$ cat config.mk
export PLATFORM = sky130hd
export DESIGN_NAME = omc_top
export DESIGN_NICKNAME = d
export VERILOG_FILES = /design/src/omc_pkg.sv /design/src/omc_strap_sync.sv /design/src/omc_top.sv
export VERILOG_INCLUDE_DIRS = /design/src
export SDC_FILE = /design/constraint.sdc
export NUM_CORES = 1
export LEC_CHECK = 0
export BUFFER_PORTS_ARGS = -buffer_cell sky130_fd_sc_hd__buf_2
export CAP_MARGIN = 0
export CELL_PAD_IN_SITES_DETAIL_PLACEMENT = 1
export CELL_PAD_IN_SITES_GLOBAL_PLACEMENT = 1
export CORE_AREA = 2 2 118 120
export CTS_CLUSTER_DIAMETER = 80
export DETAILED_ROUTE_END_ITERATION = 7
export DIE_AREA = 0 0 120 122
export PLACE_DENSITY_LB_ADDON = 0.08
export SLEW_MARGIN = 20
export SYNTH_ARGS = -nofsm -noshare
export SYNTH_HDL_FRONTEND = slang
export SYNTH_SLANG_ARGS = --single-unit
$ cat constraint.sdc
create_clock -name clk -period 2.8 [get_ports clk]
set_clock_uncertainty 0.15 [all_clocks]
set_input_delay 0.56 -clock clk [delete_from_list [all_inputs] [get_ports clk]]
set_output_delay 0.56 -clock clk [all_outputs]
set_load 0.02 [all_outputs]
$ cat src/omc_params.svh
// constants for the operating-mode control block
`ifndef OMC_PARAMS_SVH
`define OMC_PARAMS_SVH

`define OMC_APB_AW      12
`define OMC_MODE_IDX    12'h00B
`define OMC_MODE_ADDR   (12'(`OMC_MODE_IDX * 4))

`define OMC_MB_SC       2'h0
`define OMC_MB_NARROW   2'h1
`define OMC_MB_PERIPH   2'h2
`define OMC_MB_WIDE     2'h3

`define OMC_BUS_CLOCK_STRETCH_EN_RST    1'b1
`define OMC_BUS_STOP_IN_WAIT_RST  1'b0
`define OMC_RSVD_RST    1'b0

`define OMC_DBG_REG_LO  16'hFF00
`define OMC_DBG_REG_HI  16'hFF06
`define OMC_DBG_ROM_LO  16'hFF20
`define OMC_TOP_HI      16'hFFFF
`define OMC_ADDR_STEP   16'h0001

`endif

$ cat src/omc_pkg.sv
// types shared by the operating-mode control block
package omc_pkg;

    typedef enum logic [1:0] {MD_SC, MD_NARROW, MD_PERIPH, MD_WIDE} omc_mode_t;

    typedef enum logic [1:0] {XF_IDLE, XF_ADDR, XF_DATA} omc_xfer_t;

    typedef struct packed {
        logic special_mode_n;
        logic mode_select_hi;
        logic mode_select_lo;
        logic bus_clock_stretch_en;
        logic internal_visibility;
        logic bus_stop_in_wait;
        logic rsvd;
        logic port_e_emulate;
    } omc_mode_reg_t;

    typedef struct packed {
        logic single_chip;
        logic expanded_narrow;
        logic expanded_wide;
        logic peripheral;
        logic special;
        logic cpu_hold;
        logic visibility;
        logic clock_stretch;
        logic port_e_mapped;
        logic bus_stop_in_wait;
    } omc_cfg_t;

    typedef struct packed {
        logic dbg_rom_sel;
        logic dbg_regs_sel;
        logic user_top_sel;
    } omc_map_t;

    typedef struct packed {
        logic [7:0] pa_out;
        logic       pa_oe;
        logic [7:0] pb_out;
        logic       pb_oe;
    } omc_pins_t;

    typedef struct packed {
        logic          captured;
        logic          wrote;
        omc_mode_reg_t mreg;
        logic          dbg_en;
        logic          dbg_act;
        logic          pready;
        logic          pslverr;
        logic [31:0]   prdata;
        omc_xfer_t     xst;
        logic          xnarrow;
        logic          second;
        logic          xdone;
        logic [15:0]   xaddr;
        logic [15:0]   xdata;
        omc_cfg_t      cfg;
        omc_map_t      map;
        omc_pins_t     pins;
        logic          shutdown;
    } omc_state_t;

endpackage

$ cat src/omc_strap_sync.sv
// two-flop synchroniser for the mode strap pins
`timescale 1ns/1ps
module omc_strap_sync #(
    parameter int W = 3
) (
    input  wire logic         clk,
    input  wire logic [W-1:0] din,
    output wire logic [W-1:0] dout
);
    typedef struct packed {
        logic [W-1:0] meta;
        logic [W-1:0] sync;
    } omc_sync_t;

    omc_sync_t st_ff;
    omc_sync_t nxt_st;

    // no reset: straps must flow through while reset is held
    always_comb begin
        nxt_st      = st_ff;
        nxt_st.meta = din;
        nxt_st.sync = st_ff.meta;
    end

    always_ff @(posedge clk) begin
        st_ff <= nxt_st;
    end

    assign dout = st_ff.sync;
endmodule

$ cat src/omc_top.sv
// operating-mode selection, mode register and debug window control
//
// Operation
// - straps latched into mode bits at reset release
// - strap table picks mode; peripheral forced special
// - single-chip modes drive no external bus
// - wide modes: 16-bit muxed bus on ports
// - narrow: port A data, high byte first
// - narrow second byte uses address plus one
// - peripheral mode holds processor, external master
// - peripheral mode entered or left only by reset
// - special single-chip: debug enabled and active
// - elsewhere debug needs enabling before activation
// - enabled debug activates on command or instruction
// - active debug maps firmware ROM and registers
// - active debug hides user top window
// - mode register unmapped in peripheral mode
// - mode register reset values follow latched mode
// - special flag writable only in special, not first
// - mode bits: normal once, special except first
// - writes selecting peripheral mode refused
// - clock stretch held set in expanded modes
// - visibility shows internal bus, never single-chip
// - port E emulation unmaps port E registers in expanded modes
// - bus stop in wait shuts bus when idle
//
// Register access over APB was decided locally.
`timescale 1ns/1ps
`include "omc_params.svh"
module omc_top (
    input  wire logic                    clk,
    input  wire logic                    srst,
    input  wire logic                    psel,
    input  wire logic                    penable,
    input  wire logic                    pwrite,
    input  wire logic [`OMC_APB_AW-1:0]  paddr,
    input  wire logic [31:0]             pwdata,
    output wire logic [31:0]             prdata,
    output wire logic                    pready,
    output wire logic                    pslverr,
    input  wire logic                    background_pin,
    input  wire logic                    mode_select_hi,
    input  wire logic                    mode_select_lo,
    input  wire logic                    dbg_enable_cmd,
    input  wire logic                    dbg_serial_cmd,
    input  wire logic                    enter_debug_instruction,
    input  wire logic                    dbg_exit,
    input  wire logic [15:0]             cpu_addr,
    input  wire logic                    cpu_access,
    input  wire logic                    xfer_req,
    input  wire logic [15:0]             xfer_addr,
    input  wire logic [15:0]             xfer_data,
    input  wire logic                    wait_mode,
    output wire omc_pkg::omc_cfg_t       cfg,
    output wire omc_pkg::omc_map_t       mem_map,
    output wire omc_pkg::omc_pins_t      port_pins,
    output wire logic                    dbg_enabled,
    output wire logic                    dbg_active,
    output wire logic                    xfer_ack,
    output wire logic                    ext_bus_shutdown
);
    omc_pkg::omc_state_t    st_ff;
    omc_pkg::omc_state_t    nxt_st;
    logic [2:0]             strap_sync;
    logic                   apb_acc;
    logic                   reg_hit;
    logic                   wr_commit;
    logic                   bad_sel;
    logic                   xfer_go;
    logic                   expanded;
    omc_pkg::omc_mode_reg_t wd;
    omc_pkg::omc_mode_t     md;

    function automatic omc_pkg::omc_mode_t mode_of(input logic hi, input logic lo);
        logic [1:0] mb;
        mb = {hi, lo};
        unique case (mb)
            `OMC_MB_SC:     mode_of = omc_pkg::MD_SC;
            `OMC_MB_NARROW: mode_of = omc_pkg::MD_NARROW;
            `OMC_MB_PERIPH: mode_of = omc_pkg::MD_PERIPH;
            `OMC_MB_WIDE:   mode_of = omc_pkg::MD_WIDE;
        endcase
    endfunction

    function automatic logic in_win(input logic [15:0] a, input logic [15:0] lo, input logic [15:0] hi);
        in_win = (a >= lo) && (a <= hi);
    endfunction

    omc_strap_sync #(
        .W (3)
    ) u_strap (
        .clk  (clk),
        .din  ({background_pin, mode_select_hi, mode_select_lo}),
        .dout (strap_sync)
    );

    always_comb begin
        nxt_st       = st_ff;
        nxt_st.xdone = 1'b0;
        nxt_st.pready  = 1'b0;
        nxt_st.pslverr = 1'b0;
        nxt_st.prdata  = '0;
        apb_acc   = psel & penable;
        reg_hit   = (paddr == `OMC_MODE_ADDR) & ~st_ff.cfg.peripheral;
        wd        = omc_pkg::omc_mode_reg_t'(pwdata[7:0]);
        bad_sel   = ({wd.mode_select_hi, wd.mode_select_lo} == `OMC_MB_PERIPH);
        wr_commit = apb_acc & st_ff.pready & pwrite & reg_hit;
        xfer_go   = 1'b0;

        if (!st_ff.captured) begin
            // first edge after release takes the synchronised straps
            nxt_st.captured            = 1'b1;
            nxt_st.mreg.special_mode_n = strap_sync[2];
            nxt_st.mreg.mode_select_hi = strap_sync[1];
            nxt_st.mreg.mode_select_lo = strap_sync[0];
            if (strap_sync[1:0] == `OMC_MB_PERIPH) begin
                nxt_st.mreg.special_mode_n = 1'b0;
            end
            nxt_st.mreg.bus_clock_stretch_en = `OMC_BUS_CLOCK_STRETCH_EN_RST;
            nxt_st.mreg.internal_visibility  = ~nxt_st.mreg.special_mode_n;
            nxt_st.mreg.port_e_emulate       = ~nxt_st.mreg.special_mode_n;
            nxt_st.mreg.bus_stop_in_wait     = `OMC_BUS_STOP_IN_WAIT_RST;
            nxt_st.mreg.rsvd                 = `OMC_RSVD_RST;
            nxt_st.dbg_en  = ~nxt_st.mreg.special_mode_n & (strap_sync[1:0] == `OMC_MB_SC);
            nxt_st.dbg_act = nxt_st.dbg_en;
        end else begin
            // one wait state: pready rises in the second access cycle
            if (apb_acc && !st_ff.pready) begin
                nxt_st.pready  = 1'b1;
                nxt_st.pslverr = ~reg_hit;
                nxt_st.prdata  = reg_hit ? {24'h000000, st_ff.mreg} : 32'h00000000;
            end
            if (wr_commit) begin
                nxt_st.wrote = 1'b1;
                if (!st_ff.mreg.special_mode_n) begin
                    nxt_st.mreg.bus_clock_stretch_en = wd.bus_clock_stretch_en;
                    if (st_ff.wrote) begin
                        if (!bad_sel) begin
                            nxt_st.mreg.special_mode_n = wd.special_mode_n;
                            nxt_st.mreg.mode_select_hi = wd.mode_select_hi;
                            nxt_st.mreg.mode_select_lo = wd.mode_select_lo;
                        end
                        nxt_st.mreg.internal_visibility = wd.internal_visibility;
                        nxt_st.mreg.port_e_emulate      = wd.port_e_emulate;
                    end
                end else begin
                    // normal mode: one shot at the once-only bits
                    nxt_st.mreg.bus_stop_in_wait = wd.bus_stop_in_wait;
                    if (!st_ff.wrote) begin
                        if (!bad_sel) begin
                            nxt_st.mreg.mode_select_hi = wd.mode_select_hi;
                            nxt_st.mreg.mode_select_lo = wd.mode_select_lo;
                        end
                        nxt_st.mreg.bus_clock_stretch_en = wd.bus_clock_stretch_en;
                        nxt_st.mreg.internal_visibility  = wd.internal_visibility;
                        nxt_st.mreg.port_e_emulate       = wd.port_e_emulate;
                    end
                end
            end

            if (dbg_enable_cmd) begin
                nxt_st.dbg_en = 1'b1;
            end
            if (dbg_exit) begin
                nxt_st.dbg_act = 1'b0;
            end
            // a command in the exit cycle wins so it is never lost
            if (st_ff.dbg_en && (dbg_serial_cmd || enter_debug_instruction)) begin
                nxt_st.dbg_act = 1'b1;
            end

            // ack cycle blocks a retake of a request still held high
            xfer_go = (st_ff.xst == omc_pkg::XF_IDLE) & xfer_req & ~st_ff.xdone & ~st_ff.shutdown
                      & (st_ff.cfg.expanded_narrow | st_ff.cfg.expanded_wide);
            unique case (st_ff.xst)
                omc_pkg::XF_IDLE: begin
                    if (xfer_go) begin
                        nxt_st.xst     = omc_pkg::XF_ADDR;
                        nxt_st.xaddr   = xfer_addr;
                        nxt_st.xdata   = xfer_data;
                        nxt_st.second  = 1'b0;
                        nxt_st.xnarrow = st_ff.cfg.expanded_narrow;
                    end
                end
                omc_pkg::XF_ADDR: begin
                    nxt_st.xst = omc_pkg::XF_DATA;
                end
                omc_pkg::XF_DATA: begin
                    if (st_ff.xnarrow && !st_ff.second) begin
                        nxt_st.second = 1'b1;
                        nxt_st.xaddr  = st_ff.xaddr + `OMC_ADDR_STEP;
                        nxt_st.xst    = omc_pkg::XF_ADDR;
                    end else begin
                        nxt_st.xst   = omc_pkg::XF_IDLE;
                        nxt_st.xdone = 1'b1;
                    end
                end
                default: begin
                    nxt_st.xst = omc_pkg::XF_IDLE;
                end
            endcase
        end

        // software may not leave stretch off while a bus is multiplexed
        md       = mode_of(nxt_st.mreg.mode_select_hi, nxt_st.mreg.mode_select_lo);
        expanded = nxt_st.captured & ((md == omc_pkg::MD_NARROW) | (md == omc_pkg::MD_WIDE));
        if (expanded) begin
            nxt_st.mreg.bus_clock_stretch_en = 1'b1;
        end

        nxt_st.cfg                  = '0;
        if (nxt_st.captured) begin
            nxt_st.cfg.single_chip      = (md == omc_pkg::MD_SC);
            nxt_st.cfg.expanded_narrow  = (md == omc_pkg::MD_NARROW);
            nxt_st.cfg.expanded_wide    = (md == omc_pkg::MD_WIDE);
            nxt_st.cfg.peripheral       = (md == omc_pkg::MD_PERIPH);
            nxt_st.cfg.special          = ~nxt_st.mreg.special_mode_n;
            nxt_st.cfg.cpu_hold         = (md == omc_pkg::MD_PERIPH);
            nxt_st.cfg.visibility       = nxt_st.mreg.internal_visibility & expanded;
            nxt_st.cfg.clock_stretch    = nxt_st.mreg.bus_clock_stretch_en;
            nxt_st.cfg.port_e_mapped    = ~(nxt_st.mreg.port_e_emulate & expanded)
                                          & (md != omc_pkg::MD_PERIPH);
            nxt_st.cfg.bus_stop_in_wait = nxt_st.mreg.bus_stop_in_wait;
        end

        // shut down only once the sequencer has drained
        nxt_st.shutdown = wait_mode & nxt_st.mreg.bus_stop_in_wait & expanded
                          & (nxt_st.xst == omc_pkg::XF_IDLE);

        nxt_st.map.dbg_rom_sel  = nxt_st.dbg_act & in_win(cpu_addr, `OMC_DBG_ROM_LO, `OMC_TOP_HI);
        nxt_st.map.dbg_regs_sel = nxt_st.dbg_act & in_win(cpu_addr, `OMC_DBG_REG_LO, `OMC_DBG_REG_HI);
        nxt_st.map.user_top_sel = ~nxt_st.dbg_act & in_win(cpu_addr, `OMC_DBG_REG_LO, `OMC_TOP_HI);

        nxt_st.pins = '0;
        unique case (nxt_st.xst)
            omc_pkg::XF_ADDR: begin
                nxt_st.pins.pa_out = nxt_st.xaddr[15:8];
                nxt_st.pins.pb_out = nxt_st.xaddr[7:0];
                nxt_st.pins.pa_oe  = 1'b1;
                nxt_st.pins.pb_oe  = 1'b1;
            end
            omc_pkg::XF_DATA: begin
                if (nxt_st.xnarrow) begin
                    nxt_st.pins.pa_out = nxt_st.second ? nxt_st.xdata[7:0] : nxt_st.xdata[15:8];
                    nxt_st.pins.pb_out = nxt_st.xaddr[7:0];
                end else begin
                    nxt_st.pins.pa_out = nxt_st.xdata[15:8];
                    nxt_st.pins.pb_out = nxt_st.xdata[7:0];
                end
                nxt_st.pins.pa_oe = 1'b1;
                nxt_st.pins.pb_oe = 1'b1;
            end
            omc_pkg::XF_IDLE: begin
                // visibility shows the address only; data lanes stay internal
                if (nxt_st.cfg.visibility && cpu_access) begin
                    nxt_st.pins.pa_out = cpu_addr[15:8];
                    nxt_st.pins.pb_out = cpu_addr[7:0];
                    nxt_st.pins.pa_oe  = 1'b1;
                    nxt_st.pins.pb_oe  = 1'b1;
                end
            end
            default: begin
                nxt_st.pins = '0;
            end
        endcase
    end

    always_ff @(posedge clk) begin
        if (srst) begin
            st_ff <= '0;
        end else begin
            st_ff <= nxt_st;
        end
    end

    assign prdata           = st_ff.prdata;
    assign pready           = st_ff.pready;
    assign pslverr          = st_ff.pslverr;
    assign cfg              = st_ff.cfg;
    assign mem_map          = st_ff.map;
    assign port_pins        = st_ff.pins;
    assign dbg_enabled      = st_ff.dbg_en;
    assign dbg_active       = st_ff.dbg_act;
    assign xfer_ack         = st_ff.xdone;
    assign ext_bus_shutdown = st_ff.shutdown;
endmodule

==> summary.md, run 1 <==
| Metric | Value |
|---|---|
| EDFF count, synth | 0 |
| Wirelength per Cell | roughly 18 µm |
| CTS tree | built |
| Hold WC Path Type | in2reg |
| P&R area growth vs syn | 22.6% |
| Via-to-Cell Ratio | about 5 |
| Crit path time final | 2.59 ns |
| Async set-reset flop share out of synthesis | 0 |
| Via count | 4177 |
| Total CTS buffers | 9 |
| Final max-slew violation count | 0 |
| Slew of the pin with the lowest slew margin | 0.685 ns |
| Power Dens Cells | 530 nW/µm² |
| Setup violators final | 0 |
| CP Class | in2reg |
| Fill cells | 1674 |
| Normalized max-slew margin | 0.540 |
| PostCTS Resize Cnt | 1 |
| Setup bufs post-CTS | 0 |
| Clock sink count | 91 |
| Worst endpoint required time | ~2.9 ns |
| Die Width | roughly 120 µm |
| Nets | 769 |
| Clock tree buffer depth | 2 |
| Top FF cell, synth | dfxtp_1 |
| Vias in the first global route | 4094 |
| Flops & latches, synth | 91 |
| Area of the core | 13500 µm² |
| Overflow after GRT | 0 |
| Synth area leader | dfxtp_1 |
| Hold_ws | 0.159 ns |
| Final Core Density | 0.413 |
| Synth area leaders | dfxtp_1, buf_4, nand2_1 |
| Ant. Diodes | 0 |
| Synth top area share | 0.400 |
| Worst hold start | background_pin |
| Ys Warns | 0 |
| PortBufs | 125 |
| Pin count of the biggest net entering global routing | 33 |
| H-tree Lvls | 3 |
| Fmax | a little under 400 MHz |
| CTS Hold Bufs | 0 |
| Hpwl dp | 11800 µm |
| Reg clk slew, reported paths | 0.06 ns |
| Type of element launching the critical path | input port |
| Status | finished, final reports clean |
| Final Cycle Share | 0.925 |
| WP data arrival | 2.68 ns |
| Site row count | 43 |
| Synth cell types | between 60 and 70 |
| Netlist Area Pre-Place | 4550 µm² |
| Total track usage | 0.207 |
| Initial antenna violation count | 0 |
| Boundary pin count | ~180 |
| First-pass GRT wire length | 22900 µm |
| Worst setup startpoint | paddr[8] |
| Power consumption | 0.00295 W |
| Top post-synthesis cells by count | dfxtp_1, nand2_1, buf_4 |
| DRC | 0 |
| Fraction of layout cells with a size suffix above 1 | 0.315 |
| Clk Latency, worst-skew pair | 0.35 ns |
| Die Ht | ~120 µm |
| Static leakage | 2.48 nW |
| Max-cap violations | 0 |
| Syn avg cell area | 8.38 µm² |
| Setup TNS Final | 0 ns |
| Total die area | 14600 µm² |
| Initial core utilization | 0.337 |
| Crit Path Max Fanout | 12 |
| Initial drt markers | 208 |
| Post-route ant nets | 0 |
| Hold Fails Final Rpt | 0 |
| Routed wire length | between 10000 and 15000 µm |
| Drt first pass iters | 4 |
| RR Startpoint | st_ff[50]$_SDFF_PP0_ |
| Worst VDD drop | 0.217 mV |
| Routability cong. | 0.872 |
| Seq/Total Area, Yosys | 0.400 |
| RSZ-0062 raised after global routing | no |
| CP endpoint kind | register |
| Most numerous cell in the Yosys netlist | dfxtp_1 |
| Root buffer cell | clkbuf_16 |
| Gate Count Post-Synth | 543 |
-- through the flow --
| step | std cells | worst slack, ns | cell area [µm²] |
|---|---|---|---|
| 6_report | 846 | 0.211 | 5580 |
| 5_1_grt | 846 | 0.0305 | 5580 |
| 4_1_cts | 846 | 0.150 | 5570 |
| 3_5_place_dp | 830 | -0.469 | 5260 |
| 3_3_place_gp | 830 | -0.326 | 5260 |
| 2_1_floorplan | 567 | 0.195 | 4640 |
-- report_power, final --
part	switching (W)	internal (W)	total (W)
logic	0.000218	0.000145	0.000362
registers	0.0000289	0.00134	0.00136
clock network	0.000524	0.000703	0.00123
-- metal layers --
metal	vias up	share of wire	track usage
met5	-	0	0
met4	0	0.012	0.0699
met3	12	0.054	0.0463
met2	105	0.47	0.334
met1	2001	0.47	0.272
li1	2059	-	-
-- flip-flops by register name, indices dropped and copies added, names as in the netlist, 3 cells and up --
signal          count
u_strap.nxt_st      3
u_strap.dout        3
mem_map             3
cfg                 9
st_ff              43
prdata              7
port_pins          17
-- area by class of cell --
cell class	instances	area, µm²	share of cell area
Clock buffer	14	284	0.0509
Clock inverter	2	16.3	0.00292
Inverter	11	41.3	0.00740
Multi-Input combinational cell	376	2210	0.396
Sequential cell	91	1820	0.327
Tap cell	180	225	0.0404
Timing Repair Buffer	172	978	0.175
-- placed cells by master (no fill, tap or decap), drive strengths merged, types with 5 or more instances in the layout --
| cell type | synthesis | layout |
|---|---|---|
| buf | 74 | 172 |
| dfxtp | 91 | 91 |
| nand2 | 67 | 67 |
| nor2 | 46 | 46 |
| a21oi | 37 | 37 |
| conb | 1 | 25 |
| and2 | 21 | 21 |
| nor3 | 20 | 20 |
| clkbuf | 15 | 14 |
| mux2i | 11 | 11 |
| inv | 10 | 11 |
| nand3 | 11 | 11 |
| nand2b | 10 | 10 |
| a22o | 8 | 8 |
| a221o | 8 | 8 |
| or3 | 6 | 6 |
| and3 | 6 | 6 |
| nor2b | 6 | 6 |
| a31oi | 6 | 6 |
| o21ai | 6 | 6 |
| nor4 | 6 | 6 |
| nand4 | 5 | 5 |
| a22oi | 5 | 5 |
| o221ai | 5 | 5 |
-- kinds of logic after synthesis --
kind of cell | share of synthesized area
AND/OR/NAND/NOR | 0.247
AO/OA/AOI/OAI | 0.174
XOR/XNOR | 0.00385
adder cells (fa/ha/maj) | 0.00275
other | 0.000824
buffers and inverters | 0.137
multiplexers | 0.0341
flip-flops | 0.400
-- worst paths after layout --
path         cells after the start                         to  slack (ns)
max reg2reg                      7   port_pins[15]$_SDFF_PP0_        0.25
max                              8    port_pins[8]$_SDFF_PP0_        0.21
min                              1  u_strap.nxt_st[2]$_DFF_P_        0.16
min reg2reg                      0    u_strap.dout[0]$_DFF_P_        0.18
-- worst max-delay path, cell delays in order --
cell,delay [ns]
buf_2,0.09
nor4_1,0.29
nand4_1,0.25
buf_4,0.22
or2_2,0.32
a311oi_2,0.39
nor4_4,0.16
a221o_1,0.38
No activity file was read; power rests on OpenSTA's default activity.
==> run 2: changes to the inputs <==
- CORE_AREA: 2 2 118 120 -> 2 2 113 115
- DIE_AREA: 0 0 120 122 -> 0 0 115 117
- clock period: 2.8 -> 3.05 ns (I/O delays scaled with it)
==> run 2 against run 1 <==
  * Setup slack improved by 0.10 ns
  * Non-clock buffer count shrank 19
  * Combinational power decreased by 12%
  * First-iteration DRC count decreased by 11%
  * Core utilization increased by 2.5 points
  * Global-route usage grew 1.1 points
  * Critical path depth shrank 2
  * Clock power decreased by 11%
  * Routed wire length shrank 2.6%
  * Critical path type is now reg2reg
  * Largest power group unchanged
==> summary.md, run 2 (same netlist as run 1, synthesis figures left out) <==
| Metric | Value |
|---|---|
| WP data arrival | about 2.9 ns |
| Root buffer cell | clkbuf_16 |
| Routed wire length | 14500 µm |
| Worst R2R Setup Slack | 0.31 ns |
| H-tree Lvls | 3 |
| M1 wire length | 6250 µm |
| Drt first pass iters | 4 |
| Static leakage | 2.40 nW |
| DRC | 0 |
| Initial antenna violation count | 0 |
| Critical R2R Capture | port_pins[17]$_SDFF_PP0_ |
| Hold WC Path Type | reg2reg |
| Slew of the pin with the lowest slew margin | 0.696 ns |
| Ant. Diodes | 0 |
| CTS tree | built |
| Area of the core | roughly 12000 µm² |
| Initial drt markers | 186 |
| Final Cycle Share | 0.897 |
| Most common cell after layout, fill and taps aside | buf_2 |
| Power Dens Cells | 494 nW/µm² |
| Vias in the first global route | 4088 |
| Clock tree buffer depth | 2 |
| Clock sink count | 91 |
| RSZ-0062 raised after global routing | no |
| RR Startpoint | st_ff[66]$_SDFF_PP0_ |
| Hpwl dp | 11400 µm |
| Pin count of the biggest net entering global routing | 24 |
| Worst hold start | u_strap.nxt_st[1]$_DFF_P_ |
| CP endpoint kind | register |
| Setup bufs post-CTS | 0 |
| Worst endpoint required time | 3.19 ns |
| Final max-slew violation count | 0 |
| Nets | 750 |
| Hold Fails Final Rpt | 0 |
| # placed instances | 781 |
| Die Ht | 117 µm |
| Crit Path Max Fanout | 11 |
| Total die area | around 13000 µm² |
| Routability cong. | 0.846 |
| Fmax | between 300 and 400 MHz |
| CP Class | reg2reg |
| Total CTS buffers | 9 |
| Final WS setup | ~0.31 ns |
| Wirelength per Cell | 18.2 µm |
| Largest register FFs | 43 |
| Worst hold path depth | 0 |
| Pre-CTS WS | -0.162 ns |
| PortBufs | 125 |
| Clk Latency, worst-skew pair | around 0.35 ns |
| CTS Hold Bufs | 0 |
| DR top layer | met4 |
| Worst VDD drop | 0.223 mV |
| Setup TNS Final | 0 ns |
| Setup violators final | 0 |
| Fraction of layout cells with a size suffix above 1 | 0.294 |
| Worst reg2reg path depth | 6 |
| Detail Route met3 WL | 629 µm |
| Normalized max-slew margin | 0.532 |
| Site row count | 41 |
| Biggest register | st_ff |
| Reg clk slew, reported paths | 0.07 ns |
| P&R area growth vs syn | 18.5% |
| Power consumption | roughly 0.0027 W |
| Total track usage | 0.217 |
| Crit path time final | 2.74 ns |
| Boundary pin count | 176 |
| Commonest cells after routing, fill and taps aside | buf_2, dfxtp_1, nand2_1, nor2_1, a21oi_1 |
| WHS Endpoint | u_strap.dout[1]$_DFF_P_ |
| Via count | approximately 4100 |
| Die Width | 115 µm |
| Final Core Density | 0.438 |
| Post-route ant nets | 0 |
| Met2 wire len | 7300 µm |
| Type of element launching the critical path | register |
| Via-to-Cell Ratio | 5.20 |
| Overflow after GRT | 0 |
| Initial core utilization | 0.370 |
| Max-cap violations | 0 |
| Post-Layout Cell Count | 797 |
| Status | finished, final reports clean |
| Fill cells | approximately 1500 |
| First-pass GRT wire length | between 20000 and 25000 µm |
| PostCTS Resize Cnt | 0 |
==> run 2: stage by stage <==
stage / hold WS (ns) / instance area [µm²]
floorplan: 0.160 / 4640
global placement: 0.164 / 5100
detailed placement: 0.168 / 5100
CTS: 0.183 / 5380
global route: 0.193 / 5390
finish: 0.182 / 5390
==> run 2: critical path, stage by stage, from the launching register on <==
cell and delay (ns):
dfxtp_1 0.60, nand2b_4 0.13, or3_1 0.51, or4b_4 0.61, or4_1 0.40, nand3_1 0.12, a221o_2 0.16
==> run 2: power by group <==
part | switching (W) | internal [W] | total [W]
clock network | 0.000486 | 0.000604 | 0.00109
logic | 0.000195 | 0.000125 | 0.000320
registers | 0.0000285 | 0.00123 | 0.00125
total | 0.000710 | 0.00195 | 0.00266
==> run 2: area by class of cell <==
cell class,count,area [µm²],area share
Timing Repair Buffer,153,848,0.157
Clock inverter,4,31.3,0.00580
Inverter,11,41.3,0.00766
Multi-Input combinational cell,376,2210,0.409
Clock buffer,12,256,0.0476
Tap cell,150,188,0.0348
Sequential cell,91,1820,0.338
==> run 2: per-layer routing <==
| metal | track usage | vias to the layer above |
|---|---|---|
| li1 | - | 2022 |
| met1 | 0.269 | 1996 |
| met2 | 0.382 | 112 |
| met3 | 0.0330 | 18 |
| met4 | 0.0867 | 0 |
| met5 | 0 | - |
==> run 2: worst max-delay path by stage <==
stage	to	start	depth (start not counted)	slack, ns
floorplan	port_pins[12]$_SDFF_PP0_	paddr[8]	7	0.40
global route	port_pins[17]$_SDFF_PP0_	st_ff[66]$_SDFF_PP0_	6	0.21
finish	port_pins[17]$_SDFF_PP0_	st_ff[66]$_SDFF_PP0_	6	0.31
CTS	port_pins[17]$_SDFF_PP0_	paddr[8]	7	0.16
global placement	port_pins[17]$_SDFF_PP0_	paddr[8]	7	-0.14
detailed placement	port_pins[17]$_SDFF_PP0_	paddr[8]	7	-0.16
==> run 3: changes to the inputs <==
- CORE_AREA: 2 2 113 115 -> 2 2 118 120
- DIE_AREA: 0 0 115 117 -> 0 0 120 122
- GPL_TIMING_DRIVEN: not set -> 0
- SETUP_SLACK_MARGIN: not set -> 0.5
- clock period: 3.05 -> 2.6 ns (I/O delays scaled with it)
==> run 3 against run 2 <==
  * Combinational power up 64%
  * Routed wire length up 16%
  * Flip-flop and latch count unchanged
  * Critical endpoint unchanged
  * Clock power up 32%
  * Highest routed layer unchanged
  * First-iteration DRC count up 41%
  * Total power up 29%
  * Global-route usage up 0.95 points
==> summary.md, run 3 (same netlist as run 1, synthesis figures left out) <==
| Metric | Value |
|---|---|
| Root buffer cell | clkbuf_16 |
| Power Dens Cells | 515 nW/µm² |
| CTS Hold Bufs | 0 |
| Worst endpoint required time | 2.74 ns |
| PortBufs | 124 |
| Die Ht | 122 µm |
| Wirelength per Cell | around 18 µm |
| CP Class | reg2reg |
| Initial core utilization | 0.337 |
| WHS Endpoint | u_strap.nxt_st[1]$_DFF_P_ |
| Hold_ws | roughly 0.12 ns |
| Overflow after GRT | 0 |
| Setup violators final | 0 |
| Worst hold path depth | 1 |
| Fraction of layout cells with a size suffix above 1 | 0.460 |
| Pin count of the biggest net entering global routing | 15 |
| Commonest cells after routing, fill and taps aside | buf_2, buf_4, dfxtp_1, nand2_1, nor2_1 |
| Initial drt markers | 262 |
| Via-to-Cell Ratio | 4.97 |
| Total die area | between 10000 and 15000 µm² |
| Hold Fails Final Rpt | 0 |
| Post-route ant nets | 0 |
| Most common cell after layout, fill and taps aside | buf_2 |
| Final Cycle Share | 0.934 |
| Total CTS buffers | 9 |
| Worst R2R Setup Slack | approximately 0.17 ns |
| P&R area growth vs syn | 46.4% |
| Crit Path Max Fanout | 3 |
| Total track usage | 0.227 |
| Worst reg2reg path depth | 7 |
| Final max-slew violation count | 0 |
| Initial antenna violation count | 0 |
| Clock tree buffer depth | 2 |
| Hold WC Path Type | in2reg |
| First-pass GRT wire length | around 25000 µm |
| Area of the core | about 14000 µm² |
| Biggest register | st_ff |
| Nets | 836 |
| WP data arrival | about 2.6 ns |
| Ant. Diodes | 0 |
| Normalized max-slew margin | 0.512 |
| Reg clk slew, reported paths | 0.07 ns |
| Die Width | 120 µm |
| DRC | 0 |
| Clock sink count | between 90 and 100 |
| Boundary pin count | 176 |
| Worst hold start | mode_select_hi |
| Site row count | 43 |
| Max-cap violations | 0 |
| Via count | roughly 4500 |
| Drt first pass iters | 5 |
| Worst VDD drop | 0.253 mV |
| Static leakage | 2.99 nW |
| Slew of the pin with the lowest slew margin | 0.732 ns |
| Final Core Density | 0.493 |
| Crit path time final | between 2 and 2.5 ns |
| Setup TNS Final | 0 ns |
| Vias in the first global route | ~4500 |
| RSZ-0062 raised after global routing | yes |
| CP endpoint kind | register |
| Routability cong. | 0.892 |
| Largest register FFs | 43 |
| Clk Latency, worst-skew pair | roughly 0.35 ns |
| Critical R2R Capture | port_pins[17]$_SDFF_PP0_ |
| Fmax | 412 MHz |
| Routed wire length | 16800 µm |
| RR Startpoint | st_ff[65]$_SDFF_PP0_ |
| H-tree Lvls | 3 |
| Type of element launching the critical path | register |
| CTS tree | built |
| Hpwl dp | 12200 µm |
| Status | finished, final reports clean |
run 3: cell types whose count changed in the layout (fill, tap and decap cells not counted), sizes merged:
cell / change
buf: +73
clkbuf: +13
bufinv: +2
inv: -2
run 3: worst max path at each step:
stage / start / end / slack, ns
global placement: paddr[11] / port_pins[11]$_SDFF_PP0_ / -0.27
CTS: st_ff[65]$_SDFF_PP0_ / port_pins[17]$_SDFF_PP0_ / 0.16
floorplan: paddr[11] / port_pins[17]$_SDFF_PP0_ / 0.24
detailed placement: st_ff[66]$_SDFF_PP0_ / port_pins[16]$_SDFF_PP0_ / -0.36
global route: st_ff[65]$_SDFF_PP0_ / port_pins[17]$_SDFF_PP0_ / 0.15
finish: st_ff[65]$_SDFF_PP0_ / port_pins[17]$_SDFF_PP0_ / 0.17
run 3: repair_timing:
item                                   in CTS  in global routing
buffers inserted                           19                  6
gates cloned                                1                  0
resized for setup                          80                 60
setup endpoints to repair                  78                 48
endpoints found under the hold margin       0                  0
pin swaps                                  18                 25
run 3: worst max-delay path, cell delays in order (launching register included):
cell,delay (ns)
dfxtp_4,0.36
nand2b_4,0.15
or3_4,0.36
buf_6,0.13
or4b_4,0.52
or4_4,0.45
nand3_4,0.10
a221o_2,0.16
run 3: through the flow:
stage          cells  instance area (µm²)  setup WS [ns]  total power (W)
4_1_cts          907                 6370          0.155          0.00341
5_1_grt          913                 6660          0.145          0.00354
2_1_floorplan    567                 4740          0.243          0.00176
6_report         913                 6660          0.172          0.00343
3_5_place_dp     871                 5590         -0.363          0.00193
3_3_place_gp     871                 5590         -0.266          0.00192
run 3: final cells by class:
type	instances	area (µm²)
Fill cell	1620	6840
Multi-Input combinational cell	376	2710
Inverter	11	42.5
Buffer	89	663
Timing Repair Buffer	150	858
Clock inverter	4	73.8
Tap cell	180	225
Sequential cell	91	1840
Clock buffer	12	246
run 3: power breakdown:
part	switching [W]	total [W]	internal, W
registers	0.0000332	0.00147	0.00144
clock network	0.000567	0.00144	0.000870
logic	0.000294	0.000526	0.000232
total	0.000894	0.00343	0.00254
run 3: metal layers:
layer  vias to the layer above  GRT usage  part of all wire
li1                       2199          -                 -
met4                         0     0.0713             0.011
met3                        13     0.0323             0.057
met2                       132      0.392              0.49
met5                         -          0                 0
met1                      2197      0.293              0.44
